### config.mk
export PLATFORM = sky130hd
export DESIGN_NAME = system_reset_controller
export DESIGN_NICKNAME = d
export VERILOG_FILES = /design/src/design/rstc_pkg.sv /design/src/design/level_sync.sv /design/src/design/system_reset_controller.sv
export SDC_FILE = /design/constraint.sdc
export NUM_CORES = 1
export LEC_CHECK = 0
export ABC_AREA = 1
export BUFFER_PORTS_ARGS = -buffer_cell sky130_fd_sc_hd__buf_2
export CORE_UTILIZATION = 45
export CTS_CLUSTER_SIZE = 10
export DETAILED_ROUTE_END_ITERATION = 10
export GPL_TIMING_DRIVEN = 1
export PLACE_DENSITY = 0.82
export SYNTH_ARGS = -nofsm -noshare
export SYNTH_HDL_FRONTEND = slang
export SYNTH_SLANG_ARGS = --single-unit
### constraint.sdc
create_clock -name CLK -period 2.4 [get_ports CLK]
set_clock_uncertainty 0.1 [all_clocks]
set_input_delay 0.72 -clock CLK [delete_from_list [all_inputs] [get_ports CLK]]
set_output_delay 0.72 -clock CLK [all_outputs]
set_load 0.03 [all_outputs]
### src/design/rstc_pkg.sv
package rstc_pkg;

    // clock and timing
    localparam int CLK_PERIOD_NS = 25;
    localparam int EXT_MIN_PULSE_NS = 1500;
    // least time: round up to whole cycles
    localparam int EXT_MIN_PULSE_CYC = (EXT_MIN_PULSE_NS + CLK_PERIOD_NS - 1) / CLK_PERIOD_NS;
    localparam int TOUT_SHORT_NS = 150;
    localparam int TOUT_MID_US = 4100;
    localparam int TOUT_LONG_US = 65000;
    localparam int TOUT_SHORT_CYC = (TOUT_SHORT_NS + CLK_PERIOD_NS - 1) / CLK_PERIOD_NS;
    localparam int TOUT_MID_CYC_DEF = (TOUT_MID_US * 1000 + CLK_PERIOD_NS - 1) / CLK_PERIOD_NS;
    localparam int TOUT_LONG_CYC_DEF = (TOUT_LONG_US * 1000 + CLK_PERIOD_NS - 1) / CLK_PERIOD_NS;
    localparam int CNT_W = 22;
    localparam int EXT_CNT_W = 7;

    // clock select fuse encodings
    localparam logic [1:0] FUSE_SEL_SHORT = 2'h0;
    localparam logic [1:0] FUSE_SEL_MID = 2'h1;

    // register byte offsets
    localparam int ADDR_W = 8;
    localparam logic [ADDR_W-1:0] ADDR_CAUSE = 8'h00;
    localparam logic [ADDR_W-1:0] ADDR_STATUS = 8'h04;
    localparam logic [ADDR_W-1:0] ADDR_CLEAR = 8'h08;
    localparam logic [ADDR_W-1:0] ADDR_ENABLE = 8'h0c;
    localparam logic [ADDR_W-1:0] ADDR_STATE = 8'h10;

    // reset cause bit positions
    localparam int FLAG_POR = 0;
    localparam int FLAG_EXT = 1;
    localparam int FLAG_BOD = 2;
    localparam int FLAG_WDT = 3;
    localparam int FLAG_DBG = 4;
    localparam int NFLAGS = 5;
    // event bit for reset release, after the five cause events
    localparam int EVT_RELEASE = 5;
    localparam int NEVT = 6;

    // values after reset
    localparam logic [NFLAGS-1:0] CAUSE_POR_VAL = 5'h01;
    localparam logic [NEVT-1:0] EVT_RST_VAL = 6'h00;
    localparam logic [15:0] RESET_VECTOR_ADDR = 16'h0000;

    // AHB-Lite encodings
    localparam logic [1:0] HTRANS_NONSEQ = 2'h2;
    localparam logic HRESP_OKAY = 1'b0;

    typedef enum logic [1:0] {
        ST_HOLD = 2'b00,
        ST_COUNT = 2'b01,
        ST_RUN = 2'b11
    } rst_state_t;

endpackage

### src/design/level_sync.sv
`timescale 1ns/1ps
`default_nettype none

module level_sync #(
    parameter int W = 1
) (
    // clock and reset
    input wire logic clk,
    input wire logic rst_b,
    // levels in and out
    input wire logic [W-1:0] d,
    output logic [W-1:0] q
);

    logic [W-1:0] meta_r;
    logic [W-1:0] q_r;

    always_ff @(posedge clk or negedge rst_b) begin
        if (!rst_b) begin
            meta_r <= '0;
            q_r <= '0;
        end else begin
            meta_r <= d;
            q_r <= meta_r;
        end
    end

    assign q = q_r;

endmodule

`default_nettype wire

### src/design/system_reset_controller.sv
// Summary of operation
// - reset loads I/O initial values, fetch vector
// - ports forced asynchronously by every source but the watchdog
// - fuse-selected delay stretches reset after release
// - five sources ORed into internal reset
// - power-on detector low asserts reset
// - external pin low resets; only a long enough pulse sets its flag
// - enabled watchdog timeout resets
// - brown-out resets only when detector enabled
// - debug reset register one holds reset
// - watchdog pulse one cycle, count after
// - cause flags set, zero-write clears, por
//
// The register offsets and the AHB-Lite slave port are this design's own decisions.
`timescale 1ns/1ps
`default_nettype none

module system_reset_controller import rstc_pkg::*; #(
    parameter int unsigned TOUT_MID_CYC = TOUT_MID_CYC_DEF,
    parameter int unsigned TOUT_LONG_CYC = TOUT_LONG_CYC_DEF
) (
    // clock and bus reset
    input wire logic CLK,
    input wire logic RST_B,
    // reset sources
    input wire logic POWER_ON_LOW,
    input wire logic BROWNOUT_LOW,
    input wire logic BROWNOUT_EN,
    input wire logic EXT_RESET_B,
    input wire logic WDT_EN,
    input wire logic WDT_TIMEOUT,
    input wire logic DEBUG_RESET_REG,
    input wire logic [1:0] CLOCK_SELECT_FUSES,
    // reset outputs
    output logic CORE_RESET,
    output logic PORT_RESET_B,
    output logic FETCH_START,
    output logic [15:0] FETCH_ADDR,
    output logic IRQ,
    // AHB-Lite slave
    input wire logic HSEL,
    input wire logic [ADDR_W-1:0] HADDR,
    input wire logic [1:0] HTRANS,
    input wire logic HWRITE,
    input wire logic [2:0] HSIZE,
    input wire logic [31:0] HWDATA,
    input wire logic HREADY,
    output logic [31:0] HRDATA,
    output logic HREADYOUT,
    output logic HRESP
);

    logic bod_active;
    logic src_async;
    logic arst_b;
    logic flag_arst_b;
    assign bod_active = BROWNOUT_EN & BROWNOUT_LOW;
    assign src_async = POWER_ON_LOW | bod_active | ~EXT_RESET_B | DEBUG_RESET_REG;
    // watchdog is synchronous; its pulse reaches the FSM through wdt_pulse_r
    assign arst_b = RST_B & ~src_async;
    // power-on clears all but its own
    assign flag_arst_b = RST_B & ~POWER_ON_LOW;

    // synchronised copies for flags and fuse selection
    logic [4:0] sync_in;
    logic [4:0] sync_out;
    logic ext_low_s;
    logic bod_s;
    logic dbg_s;
    logic [1:0] fuse_s;
    assign sync_in = {CLOCK_SELECT_FUSES, DEBUG_RESET_REG, bod_active, ~EXT_RESET_B};
    assign ext_low_s = sync_out[0];
    assign bod_s = sync_out[1];
    assign dbg_s = sync_out[2];
    assign fuse_s = sync_out[4:3];

    level_sync #(.W(5)) u_sync (
        .clk(CLK),
        .rst_b(RST_B),
        .d(sync_in),
        .q(sync_out)
    );

    // release synchroniser: asserts at once, releases on the clock
    logic rel_meta_r;
    logic rel_r;
    always_ff @(posedge CLK or negedge arst_b) begin
        if (!arst_b) begin
            rel_meta_r <= 1'b0;
            rel_r <= 1'b0;
        end else begin
            rel_meta_r <= 1'b1;
            rel_r <= rel_meta_r;
        end
    end

    logic wdt_seen_r;
    logic wdt_pulse_r;
    logic wdt_hit;
    assign wdt_hit = WDT_EN & WDT_TIMEOUT;
    always_ff @(posedge CLK or negedge RST_B) begin
        if (!RST_B) begin
            wdt_seen_r <= 1'b0;
            wdt_pulse_r <= 1'b0;
        end else begin
            wdt_seen_r <= wdt_hit;
            wdt_pulse_r <= wdt_hit & ~wdt_seen_r;
        end
    end

    logic [EXT_CNT_W-1:0] ext_cnt_r;
    logic ext_long;
    assign ext_long = (ext_cnt_r == EXT_CNT_W'(EXT_MIN_PULSE_CYC));
    always_ff @(posedge CLK or negedge RST_B) begin
        if (!RST_B) begin
            ext_cnt_r <= '0;
        end else if (!ext_low_s) begin
            ext_cnt_r <= '0;
        end else if (!ext_long) begin
            ext_cnt_r <= ext_cnt_r + 1'b1;
        end
    end

    // delay counter state machine
    logic src_active;
    logic [CNT_W-1:0] tout_sel;
    rst_state_t state_r;
    rst_state_t state_nxt;
    logic [CNT_W-1:0] cnt_r;
    logic [CNT_W-1:0] cnt_nxt;
    logic [CNT_W-1:0] tout_r;
    logic done;
    assign src_active = ~rel_r | wdt_pulse_r;
    assign tout_sel = (fuse_s == FUSE_SEL_SHORT) ? CNT_W'(TOUT_SHORT_CYC) :
                      (fuse_s == FUSE_SEL_MID) ? CNT_W'(TOUT_MID_CYC) : CNT_W'(TOUT_LONG_CYC);
    assign done = (state_r == ST_COUNT) && !src_active && (cnt_r == CNT_W'(1));

    always_comb begin
        state_nxt = state_r;
        cnt_nxt = cnt_r;
        case (state_r)
            ST_HOLD: begin
                cnt_nxt = tout_sel;
                if (!src_active) begin
                    state_nxt = ST_COUNT;
                end
            end
            ST_COUNT: begin
                if (src_active) begin
                    state_nxt = ST_HOLD;
                end else if (done) begin
                    state_nxt = ST_RUN;
                end else begin
                    cnt_nxt = cnt_r - 1'b1;
                end
            end
            ST_RUN: begin
                if (src_active) begin
                    state_nxt = ST_HOLD;
                end
            end
            default: begin
                state_nxt = ST_HOLD;
            end
        endcase
    end

    // async reset from every source but the watchdog so the stretch restarts from scratch
    always_ff @(posedge CLK or negedge arst_b) begin
        if (!arst_b) begin
            state_r <= ST_HOLD;
            cnt_r <= '0;
        end else begin
            state_r <= state_nxt;
            cnt_r <= cnt_nxt;
        end
    end

    always_ff @(posedge CLK or negedge arst_b) begin
        if (!arst_b) begin
            tout_r <= '0;
        end else if (state_r == ST_HOLD) begin
            tout_r <= tout_sel;
        end
    end

    // watchdog pulse resets at once
    // the pulse shows in the same cycle; the state machine follows one edge later
    assign CORE_RESET = src_async | wdt_pulse_r | (state_r != ST_RUN);
    assign PORT_RESET_B = ~CORE_RESET;

    // fetch from reset vector on release
    logic fetch_r;
    logic [15:0] fetch_addr_r;
    always_ff @(posedge CLK or negedge RST_B) begin
        if (!RST_B) begin
            fetch_r <= 1'b0;
            fetch_addr_r <= RESET_VECTOR_ADDR;
        end else begin
            fetch_r <= done;
            fetch_addr_r <= RESET_VECTOR_ADDR;
        end
    end
    assign FETCH_START = fetch_r;
    assign FETCH_ADDR = fetch_addr_r;

    // AHB-Lite slave: writes take no wait, reads one wait state
    logic acc;
    logic wr_pend_r;
    logic rd_wait_r;
    logic [ADDR_W-1:0] addr_r;
    logic [31:0] hrdata_r;
    logic wr_cause;
    logic wr_clear;
    logic wr_enable;
    assign acc = HSEL && HREADY && (HTRANS == HTRANS_NONSEQ);
    assign wr_cause = wr_pend_r && (addr_r == ADDR_CAUSE);
    assign wr_clear = wr_pend_r && (addr_r == ADDR_CLEAR);
    assign wr_enable = wr_pend_r && (addr_r == ADDR_ENABLE);

    always_ff @(posedge CLK or negedge RST_B) begin
        if (!RST_B) begin
            wr_pend_r <= 1'b0;
            rd_wait_r <= 1'b0;
            addr_r <= '0;
        end else begin
            wr_pend_r <= acc && HWRITE;
            rd_wait_r <= acc && !HWRITE;
            if (acc) begin
                addr_r <= HADDR;
            end
        end
    end

    // cause flags, status, enable
    logic [NFLAGS-1:0] cause_r;
    logic [NFLAGS-1:0] cause_set;
    logic [NFLAGS-1:0] cause_nxt;
    logic [NEVT-1:0] status_r;
    logic [NEVT-1:0] status_nxt;
    logic [NEVT-1:0] enable_r;
    logic [NEVT-1:0] evt;
    assign cause_set = {dbg_s, wdt_pulse_r, bod_s, ext_long, 1'b0};
    assign cause_nxt = ((wr_cause ? (cause_r & HWDATA[NFLAGS-1:0]) : cause_r)) | cause_set;
    assign evt = {fetch_r, cause_set};
    assign status_nxt = (wr_clear ? (status_r & ~HWDATA[NEVT-1:0]) : status_r) | evt;

    always_ff @(posedge CLK or negedge flag_arst_b) begin
        if (!flag_arst_b) begin
            cause_r <= CAUSE_POR_VAL;
        end else begin
            cause_r <= cause_nxt;
        end
    end

    always_ff @(posedge CLK or negedge RST_B) begin
        if (!RST_B) begin
            status_r <= EVT_RST_VAL;
            enable_r <= EVT_RST_VAL;
        end else begin
            status_r <= status_nxt;
            if (wr_enable) begin
                enable_r <= HWDATA[NEVT-1:0];
            end
        end
    end

    assign IRQ = |(status_r & enable_r);

    logic [31:0] rd_mux;
    assign rd_mux = (addr_r == ADDR_CAUSE) ? {27'h0, cause_r} :
                    (addr_r == ADDR_STATUS) ? {26'h0, status_r} :
                    (addr_r == ADDR_ENABLE) ? {26'h0, enable_r} :
                    (addr_r == ADDR_STATE) ? {28'h0, fuse_s, state_r} : 32'h0;

    always_ff @(posedge CLK or negedge RST_B) begin
        if (!RST_B) begin
            hrdata_r <= 32'h0;
        end else if (rd_wait_r) begin
            hrdata_r <= rd_mux;
        end
    end

    assign HRDATA = hrdata_r;
    assign HREADYOUT = ~rd_wait_r;
    assign HRESP = HRESP_OKAY;

    // checks
    logic [CNT_W-1:0] stretch_r;
    always_ff @(posedge CLK or negedge RST_B) begin
        if (!RST_B) begin
            stretch_r <= '0;
        end else if (state_r == ST_COUNT) begin
            stretch_r <= stretch_r + 1'b1;
        end else begin
            stretch_r <= '0;
        end
    end

    property p_stretch;
        @(posedge CLK) disable iff (!RST_B)
        (state_r == ST_COUNT) ##1 (state_r == ST_RUN) |-> (stretch_r == tout_r);
    endproperty
    a_stretch: assert property (p_stretch) else $error("reset stretch length differs from time-out");

    property p_fetch;
        @(posedge CLK) disable iff (!RST_B)
        $rose(state_r == ST_RUN) |-> FETCH_START && (FETCH_ADDR == RESET_VECTOR_ADDR) ##1 !FETCH_START;
    endproperty
    a_fetch: assert property (p_fetch) else $error("no single fetch pulse at reset vector");

    property p_por;
        @(posedge CLK) disable iff (!RST_B)
        POWER_ON_LOW |-> CORE_RESET && !PORT_RESET_B && (cause_r == CAUSE_POR_VAL);
    endproperty
    a_por: assert property (p_por) else $error("power-on did not reset or clear flags");

    property p_bod;
        @(posedge CLK) disable iff (!RST_B)
        (BROWNOUT_LOW && !BROWNOUT_EN && (state_r == ST_RUN) && !src_async && !wdt_pulse_r) |=> (state_r == ST_RUN);
    endproperty
    a_bod: assert property (p_bod) else $error("disabled brown-out caused reset");

    property p_bod_on;
        @(posedge CLK) disable iff (!RST_B)
        (BROWNOUT_LOW && BROWNOUT_EN) |-> !PORT_RESET_B ##3 cause_r[FLAG_BOD] || !BROWNOUT_EN || !BROWNOUT_LOW;
    endproperty
    a_bod_on: assert property (p_bod_on) else $error("brown-out did not reset");

    property p_wdt;
        @(posedge CLK) disable iff (!RST_B)
        wdt_pulse_r |-> (state_nxt == ST_HOLD) ##1 (!wdt_pulse_r && cause_r[FLAG_WDT]);
    endproperty
    a_wdt: assert property (p_wdt) else $error("watchdog pulse not one cycle or not flagged");

    property p_ext;
        @(posedge CLK) disable iff (!RST_B)
        ext_long |=> cause_r[FLAG_EXT];
    endproperty
    a_ext: assert property (p_ext) else $error("long external pulse not flagged");

    property p_dbg;
        @(posedge CLK) disable iff (!RST_B)
        dbg_s |-> CORE_RESET && (state_r != ST_RUN);
    endproperty
    a_dbg: assert property (p_dbg) else $error("debug reset register did not hold reset");

    property p_clear;
        @(posedge CLK) disable iff (!RST_B || POWER_ON_LOW)
        (wr_cause && !HWDATA[FLAG_EXT] && !ext_long) |=> !cause_r[FLAG_EXT];
    endproperty
    a_clear: assert property (p_clear) else $error("zero write did not clear flag");

endmodule

`default_nettype wire

==> run metrics, run 1 <==
status=finished clean; Reg2Reg Launch Point=cnt_r[1]; Die X=99.8 µm; Layout area overhead=10.1%; via/cell ratio=4.94; First-pass DRT Iterations=5; Crit path max-delay family=buffers and inverters; CP max FO=2; fmax=426 MHz; WP depth=6; r2r endpoint=cnt_r[10]; Critical Path Start=DEBUG_RESET_REG; Setup-failing EPs final=0; gr ovfl total=0; DRT antenna net count=0; fin crit period=2350 ps; Max clock buf depth=2; crit path kind=in2out; CTS H-tree depth=3; Synth Cell Area=4310 µm²; NumNets Final=644; end-of-flow core utilization=0.513; VDD IR-drop max=0.000316 V; GRT Total Usage=0.192; TritonCTS clock tree=yes; Leak=2.37 nW; setup TNS=0 ps; initial core utilization=0.466; clock root cell=clkbuf_8; Cell Rows=35; CP Data Arrival Time=1530 ps; CTS Buf Count=9; io pins=113; Syn Inst Count=534; largest net degree at the start of global routing=36; slowest CP cell=nor4_2; CP Capture Type=output port; gpl congestion=0.857; Hold Fails Final Rpt=0; chip height=99.8 µm; worst path buffer plus inverter count=4; Slew Limit Fails=0; DRC viols=0; Sequential cell area=1980 µm²; Max stage delay on crit path=250 ps; Cell Chain, Critical Path=buf_2, nor4_2, inv_1, nor3_4, inv_1, buf_6; detailed-route via count=3530; final wirelength=8980 µm; pwr/cell area=694 nW/µm²; sequential area share after synthesis=0.459; cell mode on critical path=inv_1; Clock Sinks=79; FF-to-FF setup slack=430 ps; max cap viols=0; critical path endpoint=CORE_RESET; worst path required time=1580 ps; final HPWL from detailed placement=6640 µm; Antenna Cells=0; die area=9960 µm²; first-pass GRT wire length=15000 µm; Hold Crit Class=in2async; yosys warns=0; CTS clk-pin slew, worst paths=80 ps; FF+latch count, synth=79; RSZ-0062 raised after global routing=yes; area of the multi-input gates=1880 µm²; Fillers=812; Least-Margin Pin Slew=635 ps; Worst setup SP type=input port; wire per inst=12.6 µm; initial antenna violation count=0; average size of a mapped cell=8.06 µm²; port bufs=40; clk_lat worst skew=360 ps; fin crit share=0.977; Max-slew headroom=0.572; vias in the first global route=3280; core area=9240 µm²; synth unique cells=37; r2r worst-path depth=11; share of cells above drive strength 1=0.171; DRT iter0 DRCs=164
==> logic make-up after synthesis <==
kind of cell	synth area share
muxes	0.0201
adders and majority gates	0.0116
and+or+nand+nor	0.261
buffers and inverters	0.148
AOI/OAI and AO/OA	0.0947
DFF	0.459
other	0.00174
xor gates and xnor gates	0.00407
==> registers in the layout, indices dropped and copies added (netlist names), 5 cells and up <==
| name | flops |
|---|---|
| ext_cnt_r | 7 |
| status_r | 6 |
| cnt_r | 22 |
| HRDATA | 6 |
| addr_r | 8 |
| cause_r | 5 |
| u_sync.q | 5 |
| u_sync.meta_r | 5 |
| enable_r | 6 |
==> worst min path at each step <==
stage                      from                to  slack (ps)  cells past startpoint
6_report                  RST_B  u_sync.meta_r[3]         170                      1
3_3_place_gp         rel_meta_r             rel_r         230                      0
3_5_place_dp   u_sync.meta_r[4]       u_sync.q[4]         230                      0
2_1_floorplan        rel_meta_r             rel_r         230                      0
5_1_grt                   RST_B  u_sync.meta_r[3]         180                      1
4_1_cts                   RST_B  u_sync.meta_r[3]         170                      1
==> through the flow <==
stage,power (mW),hold WS (ps),setup slack [ps],instance area (µm²),instances
floorplan,2.16,231,-44.7,4480,576
global placement,2.26,232,32.8,4500,698
CTS,3.31,168,15.2,4700,714
finish,3.29,169,54.3,4740,715
global route,3.47,179,-33.8,4740,715
detailed placement,2.29,235,15.5,4500,698
==> layout by cell type (no fill, tap or decap), drive strengths merged <==
cell type  count
clkinv         2
dfrtp         78
buf           47
o21a           1
mux2           5
inv           69
nor3          10
a22o           1
a2bb2oi        1
conb          44
clkbuf         9
a41oi          1
nand3         65
a221oi         1
o21ai         44
a21oi         17
nand2         98
clkinvlp       2
dfstp          1
a21o           2
ha             4
a31oi          3
nor4           3
nand4          6
mux2i          3
xor2           2
nor2          66
bufinv         1
==> worst register-to-register path, delay by kind of cell (launching register included) <==
family / cells / cell delay, ps
and+or+nand+nor: 6 / 740
DFF: 1 / 390
adders and majority gates: 1 / 160
buffers and inverters: 3 / 400
AOI/OAI and AO/OA: 1 / 50
==> power by group <==
part	switching (mW)	internal [mW]	total [mW]
registers	0.101	1.45	1.55
clock network	0.528	0.491	1.02
logic	0.512	0.203	0.715
total	1.14	2.15	3.29
==> layer usage <==
metal | global-route usage | share of wire
met1 | 0.230 | 0.42
met2 | 0.338 | 0.51
met3 | 0.0404 | 0.061
met4 | 0.0735 | 0.016
met5 | 0 | 0
==> area by class of cell <==
cell class,count,area share
Inverter,67,0.0531
Tap cell,129,0.0341
Clock inverter,7,0.0169
Sequential cell,79,0.417
Timing Repair Buffer,47,0.0565
Multi-Input combinational cell,377,0.396
Clock buffer,9,0.0261
==> what timing repair did <==
action | CTS | global route
hold buffers | 0 | 0
gates resized for setup | 0 | 8
buffers inserted | 0 | 1
endpoints found under the setup margin | 0 | 3
==> cell usage after synthesis, drive strengths merged <==
cell	instances	share of area
nor2	66	0.063
mux2i	3	0.0070
buf	50	0.087
a221oi	1	0.0020
clkbuf	3	0.0026
inv	67	0.058
nand3	65	0.078
nand4	6	0.0087
a41oi	1	0.0020
nor3	10	0.018
a21o	2	0.0035
a21oi	17	0.020
o21a	1	0.0017
o21ai	44	0.057
a2bb2oi	1	0.0020
dfrtp	78	0.45
mux2	5	0.013
dfstp	1	0.0061
conb	2	0.0017
nor4	3	0.0044
a31oi	3	0.0044
xor2	2	0.0041
a22o	1	0.0020
ha	4	0.012
nand2	98	0.089
Note: power is estimated with default switching activity, not from simulation.
==> run 2, diff against run 1 <==
--- a/config.mk
+++ b/config.mk
@@ -7,11 +7,12 @@
 export LEC_CHECK = 0
 export ABC_AREA = 1
 export BUFFER_PORTS_ARGS = -buffer_cell sky130_fd_sc_hd__buf_2
-export CORE_UTILIZATION = 45
+export CAP_MARGIN = 5
+export CORE_UTILIZATION = 25
 export CTS_CLUSTER_SIZE = 10
 export DETAILED_ROUTE_END_ITERATION = 10
 export GPL_TIMING_DRIVEN = 1
-export PLACE_DENSITY = 0.82
+export PLACE_DENSITY = 0.55
 export SYNTH_ARGS = -nofsm -noshare
 export SYNTH_HDL_FRONTEND = slang
 export SYNTH_SLANG_ARGS = --single-unit
==> run 2 against run 1 <==
Effect of this change:
- sequential cell count unchanged
- register-to-register slack about the same
- highest routed layer unchanged
- critical path depth decreased by 1
- combinational power about the same
==> run metrics, run 2 (synthesis gave the netlist of run 1 again) <==
status=finished clean; NumNets Final=645; r2r worst-path depth=6; r2r endpoint=cnt_r[11]; number of flip-flops in the largest register=22; clock root cell=clkbuf_16; core area=16700 µm²; GRT Total Usage=0.116; Hold Fails Final Rpt=0; CP Data Arrival Time=1540 ps; final HPWL from detailed placement=6970 µm; commonest non-fill, non-tap cells in the layout=nand2_1, dfrtp_1, inv_1, nand3_1, nor2_1; Die X=133 µm; Hold Crit Class=reg2reg; worst path required time=1580 ps; Worst setup SP type=input port; Clock Sinks=79; fmax=423 MHz; DRC viols=0; Cell Rows=47; biggest regs=cnt_r x22, addr_r x8, ext_cnt_r x7; io pins=113; gr ovfl total=0; CP max FO=2; WHS Endpoint=u_sync.q[2]; CP Capture Type=output port; Antenna Cells=0; Leak=2.41 nW; DRT iter0 DRCs=170; CTS H-tree depth=3; via/cell ratio=4.23; CTS clk-pin slew, worst paths=70 ps; detailed-route via count=3414; Max clock buf depth=2; fin crit period=2360 ps; setup TNS=0 ps; share of cells above drive strength 1=0.170; FF-to-FF setup slack=420 ps; gpl congestion=0.825; crit path kind=in2out; Max-slew headroom=0.559; DRT antenna net count=0; wire per inst=11.6 µm; placed cell areas=4630 µm²; VDD IR-drop max=0.000375 V; post-route cell area=4920 µm²; largest net degree at the start of global routing=49; final wirelength=9390 µm; Slew Limit Fails=0; clk_lat worst skew=350 ps; Layout area overhead=14.4%; chip height=133 µm; die area=17800 µm²; most common cell after layout, fill and taps aside=nand2_1; Biggest register=cnt_r; initial antenna violation count=0; HP Start=u_sync.meta_r[2]; Setup-failing EPs final=0; initial core utilization=0.258; vias in the first global route=3239; CTS Buf Count=9; hold path cells=0; fin crit share=0.985; First-pass DRT Iterations=4; TritonCTS clock tree=yes; Least-Margin Pin Slew=661 ps; Reg2Reg Launch Point=wdt_pulse_r; first-pass GRT wire length=16100 µm; port bufs=40; max cap viols=0; pwr/cell area=733 nW/µm²; RSZ-0062 raised after global routing=yes
-- run 2: cell types whose count changed in the layout (fill, tap and decap cells not counted) --
cell        delta
bufinv_16      -1
buf_2          +3
nor4_2         -1
nor4_1         +1
clkbuf_8       -9
buf_6          -2
inv_8          +2
clkinv_4       +1
inv_6          -1
clkinvlp_4     -1
clkbuf_16      +9
-- run 2: through the flow --
stage          power [mW]  utilization  worst slack, ps  hold slack, ps  std cells
2_1_floorplan        2.16            -            -44.7             231        576
3_3_place_gp         2.29        0.277             21.4             232        791
3_5_place_dp         2.30        0.277             18.3             235        791
4_1_cts              3.67        0.295             17.2             244        807
5_1_grt              3.84        0.295            -34.4             254        807
6_report             3.61        0.295             36.5             239        807
-- run 2: area by class of cell --
cell class | instances | area (µm²)
Inverter | 67 | 251
Clock inverter | 7 | 65.1
Tap cell | 220 | 275
Multi-Input combinational cell | 377 | 1870
Sequential cell | 79 | 1980
Timing Repair Buffer | 48 | 260
Clock buffer | 9 | 225
Fill cell | 1845 | 11800
-- run 2: timing repair --
action                                 4_1_cts  5_1_grt
endpoints found under the hold margin        0        0
pin swaps                                    0        0
setup endpoints to repair                    1        2
gates resized for setup                      1        0
hold buffers                                 0        0
buffers inserted                             0        0
-- run 2: how the worst max path moves through the flow --
stage | slack [ps] | cells past startpoint | from | endpoint
finish | 40 | 5 | POWER_ON_LOW | PORT_RESET_B
global route | -30 | 8 | BROWNOUT_EN | CORE_RESET
CTS | 20 | 5 | POWER_ON_LOW | PORT_RESET_B
detailed placement | 20 | 5 | POWER_ON_LOW | PORT_RESET_B
global placement | 20 | 8 | BROWNOUT_EN | CORE_RESET
floorplan | -40 | 4 | POWER_ON_LOW | CORE_RESET
-- run 2: critical path, stage by stage --
cell and delay (ps):
buf_2 100, nor4_1 250, inv_1 120, nor3_4 130
buf_2 220
-- run 2: power breakdown --
| group | switching (mW) | internal (mW) | total (mW) |
|---|---|---|---|
| Clock | 0.613 | 0.724 | 1.34 |
| Sequential | 0.103 | 1.45 | 1.56 |
| Combinational | 0.510 | 0.206 | 0.716 |
| Total | 1.23 | 2.38 | 3.61 |
-- run 2: metal layers --
| metal | part of all wire | GRT usage | wire length, µm | vias up |
|---|---|---|---|---|
| li1 | - | - | - | 1743 |
| met1 | 0.47 | 0.151 | 4460 | 1592 |
| met2 | 0.47 | 0.185 | 4370 | 66 |
| met3 | 0.041 | 0.0263 | 382 | 13 |
| met4 | 0.019 | 0.0511 | 183 | 0 |
| met5 | 0 | 0 | 0 | - |
==> run 3, diff against run 2 <==
--- a/config.mk
+++ b/config.mk
@@ -12,7 +12,7 @@
 export CTS_CLUSTER_SIZE = 10
 export DETAILED_ROUTE_END_ITERATION = 10
 export GPL_TIMING_DRIVEN = 1
-export PLACE_DENSITY = 0.55
+export PLACE_DENSITY = 0.57
 export SYNTH_ARGS = -nofsm -noshare
 export SYNTH_HDL_FRONTEND = slang
 export SYNTH_SLANG_ARGS = --single-unit
==> run 3 against run 2 <==
Effect of this change:
- the run now ends with negative setup slack left
- die area unchanged
- final area up 0.43%
- setup slack worse by 45 ps
- critical path type unchanged
- sequential cell count unchanged
- largest power group unchanged
- first-iteration DRC count down 4.1%
- highest routed layer unchanged
- register-to-register slack about the same
- via count down 0.85%
- non-clock buffer count down 1
- largest cell class unchanged
==> run metrics, run 3 (synthesis gave the netlist of run 1 again) <==
CTS clk-pin slew, worst paths=60 ps; Clock Sinks=79; final wirelength=9470 µm; CP max FO=2; cell mode on critical path=buf_2; io pins=113; chip height=133 µm; GRT Total Usage=0.114; grt met1 use=0.140; slowest CP cell=nor4_4; DRT iter0 DRCs=163; clock root cell=clkbuf_16; CTS H-tree depth=3; share of cells above drive strength 1=0.171; Placed Cells incl. Taps=790; DRC viols=0; initial core utilization=0.258; # Post-CTS Setup Buffers=0; Least-Margin Pin Slew=644 ps; fin crit share=1.00; Layout area overhead=14.9%; status=finished with violations; most common cell after layout, fill and taps aside=nand2_1; crit path kind=in2out; max cap viols=0; CTS Buf Count=9; met2 usage=0.192; Max clock buf depth=2; via/cell ratio=4.20; CP Data Arrival Time=1590 ps; Max-slew headroom=0.571; NumNets Final=644; DRT antenna net count=0; wire per inst=11.8 µm; RSZ-0062 raised after global routing=yes; Die X=133 µm; Slew Limit Fails=0; Hold Fails Final Rpt=0; met3 Use GR=0.0365; die area=17800 µm²; clk_lat worst skew=340 ps; setup TNS=-8.18 ps; CP Capture Type=output port; Cell Rows=47; fmax=415 MHz; Most Used Layer, Global Route=met2; Reg2Reg Launch Point=cnt_r[1]; final HPWL from detailed placement=6850 µm; Critical Path Start=POWER_ON_LOW; Finished Layout Cells=805; Leak=2.41 nW; VDD IR-drop max=0.000434 V; Biggest register=cnt_r; worst path buffer plus inverter count=4; min setup slack post-route=-8.18 ps; TritonCTS clock tree=yes; biggest regs=cnt_r x22, addr_r x8, ext_cnt_r x7; Max stage delay on crit path=290 ps; end-of-flow core utilization=0.296; Hold-fix buffers, CTS=0; core area=16700 µm²; largest net degree at the start of global routing=49; fin crit period=2410 ps; Antenna Cells=0; gr ovfl total=0; violated checks=negative setup slack; Setup-failing EPs final=1; initial antenna violation count=0; Fillers=1833; port bufs=40; detailed-route via count=3385; first-pass GRT wire length=15900 µm; Worst setup SP type=input port; First-pass DRT Iterations=4; number of flip-flops in the largest register=22; Crit path max-delay family=simple AND/OR/NAND/NOR gates; vias in the first global route=3247; commonest non-fill, non-tap cells in the layout=nand2_1, dfrtp_1, nand3_1, inv_1, nor2_1; Cell Chain, Critical Path=buf_2, nor4_4, inv_2, nor3_4, inv_1, buf_2; Hold Crit Class=reg2reg; HP Start=u_sync.meta_r[0]; pwr/cell area=739 nW/µm²; gpl congestion=0.807; worst path required time=1580 ps
==> run 3: changes by cell type in the layout (fill, tap and decap cells not counted), moves of 2 or more <==
cell      before  now
clkinv_4       3    1
inv_8          2    0
inv_1         63   61
inv_2          4    6
==> run 3: metrics by stage <==
step	cell area, µm²	worst slack [ps]	power [mW]	hold WS (ps)
floorplan	4480	-44.7	2.16	231
global placement	4620	11.7	2.29	232
detailed placement	4620	-0.0393	2.30	236
CTS	4920	-0.710	3.70	250
global route	4950	-51.7	3.86	255
finish	4950	-8.18	3.65	248
==> run 3: area by class of cell <==
cell class	count	area, µm²	share of cell area
Tap cell	220	275	0.0557
Clock inverter	4	55.1	0.0111
Clock buffer	11	243	0.0491
Inverter	67	251	0.0508
Sequential cell	79	1980	0.400
Timing Repair Buffer	47	259	0.0524
Multi-Input combinational cell	377	1880	0.381
==> run 3: path summary, 6_finish.rpt <==
kind / endpoint / slack [ps] / cells after the start
max: CORE_RESET / -8 / 6
min: u_sync.q[0] / 250 / 0
max reg2reg: cnt_r[2] / 430 / 11
min reg2reg: u_sync.q[0] / 250 / 0
max in group asynchronous: cnt_r[10] / 1000 / 6
min in group asynchronous: cause_r[4] / 390 / 2
==> run 3: layer usage <==
metal	routed length (µm)	vias to the layer above
met1	4400	1573
met4	100	0
li1	-	1735
met2	4540	68
met3	430	9
met5	0	-
==> run 3: power by group <==
part           switching (mW)  total (mW)  internal [mW]
logic                   0.513       0.718          0.206
clock network           0.543        1.38          0.834
registers               0.103        1.56           1.45
==> run 3: repair_timing <==
item                                    4_1_cts  5_1_grt
pin swaps                                     0        0
resized for setup                             0        8
endpoints found under the setup margin        1        3
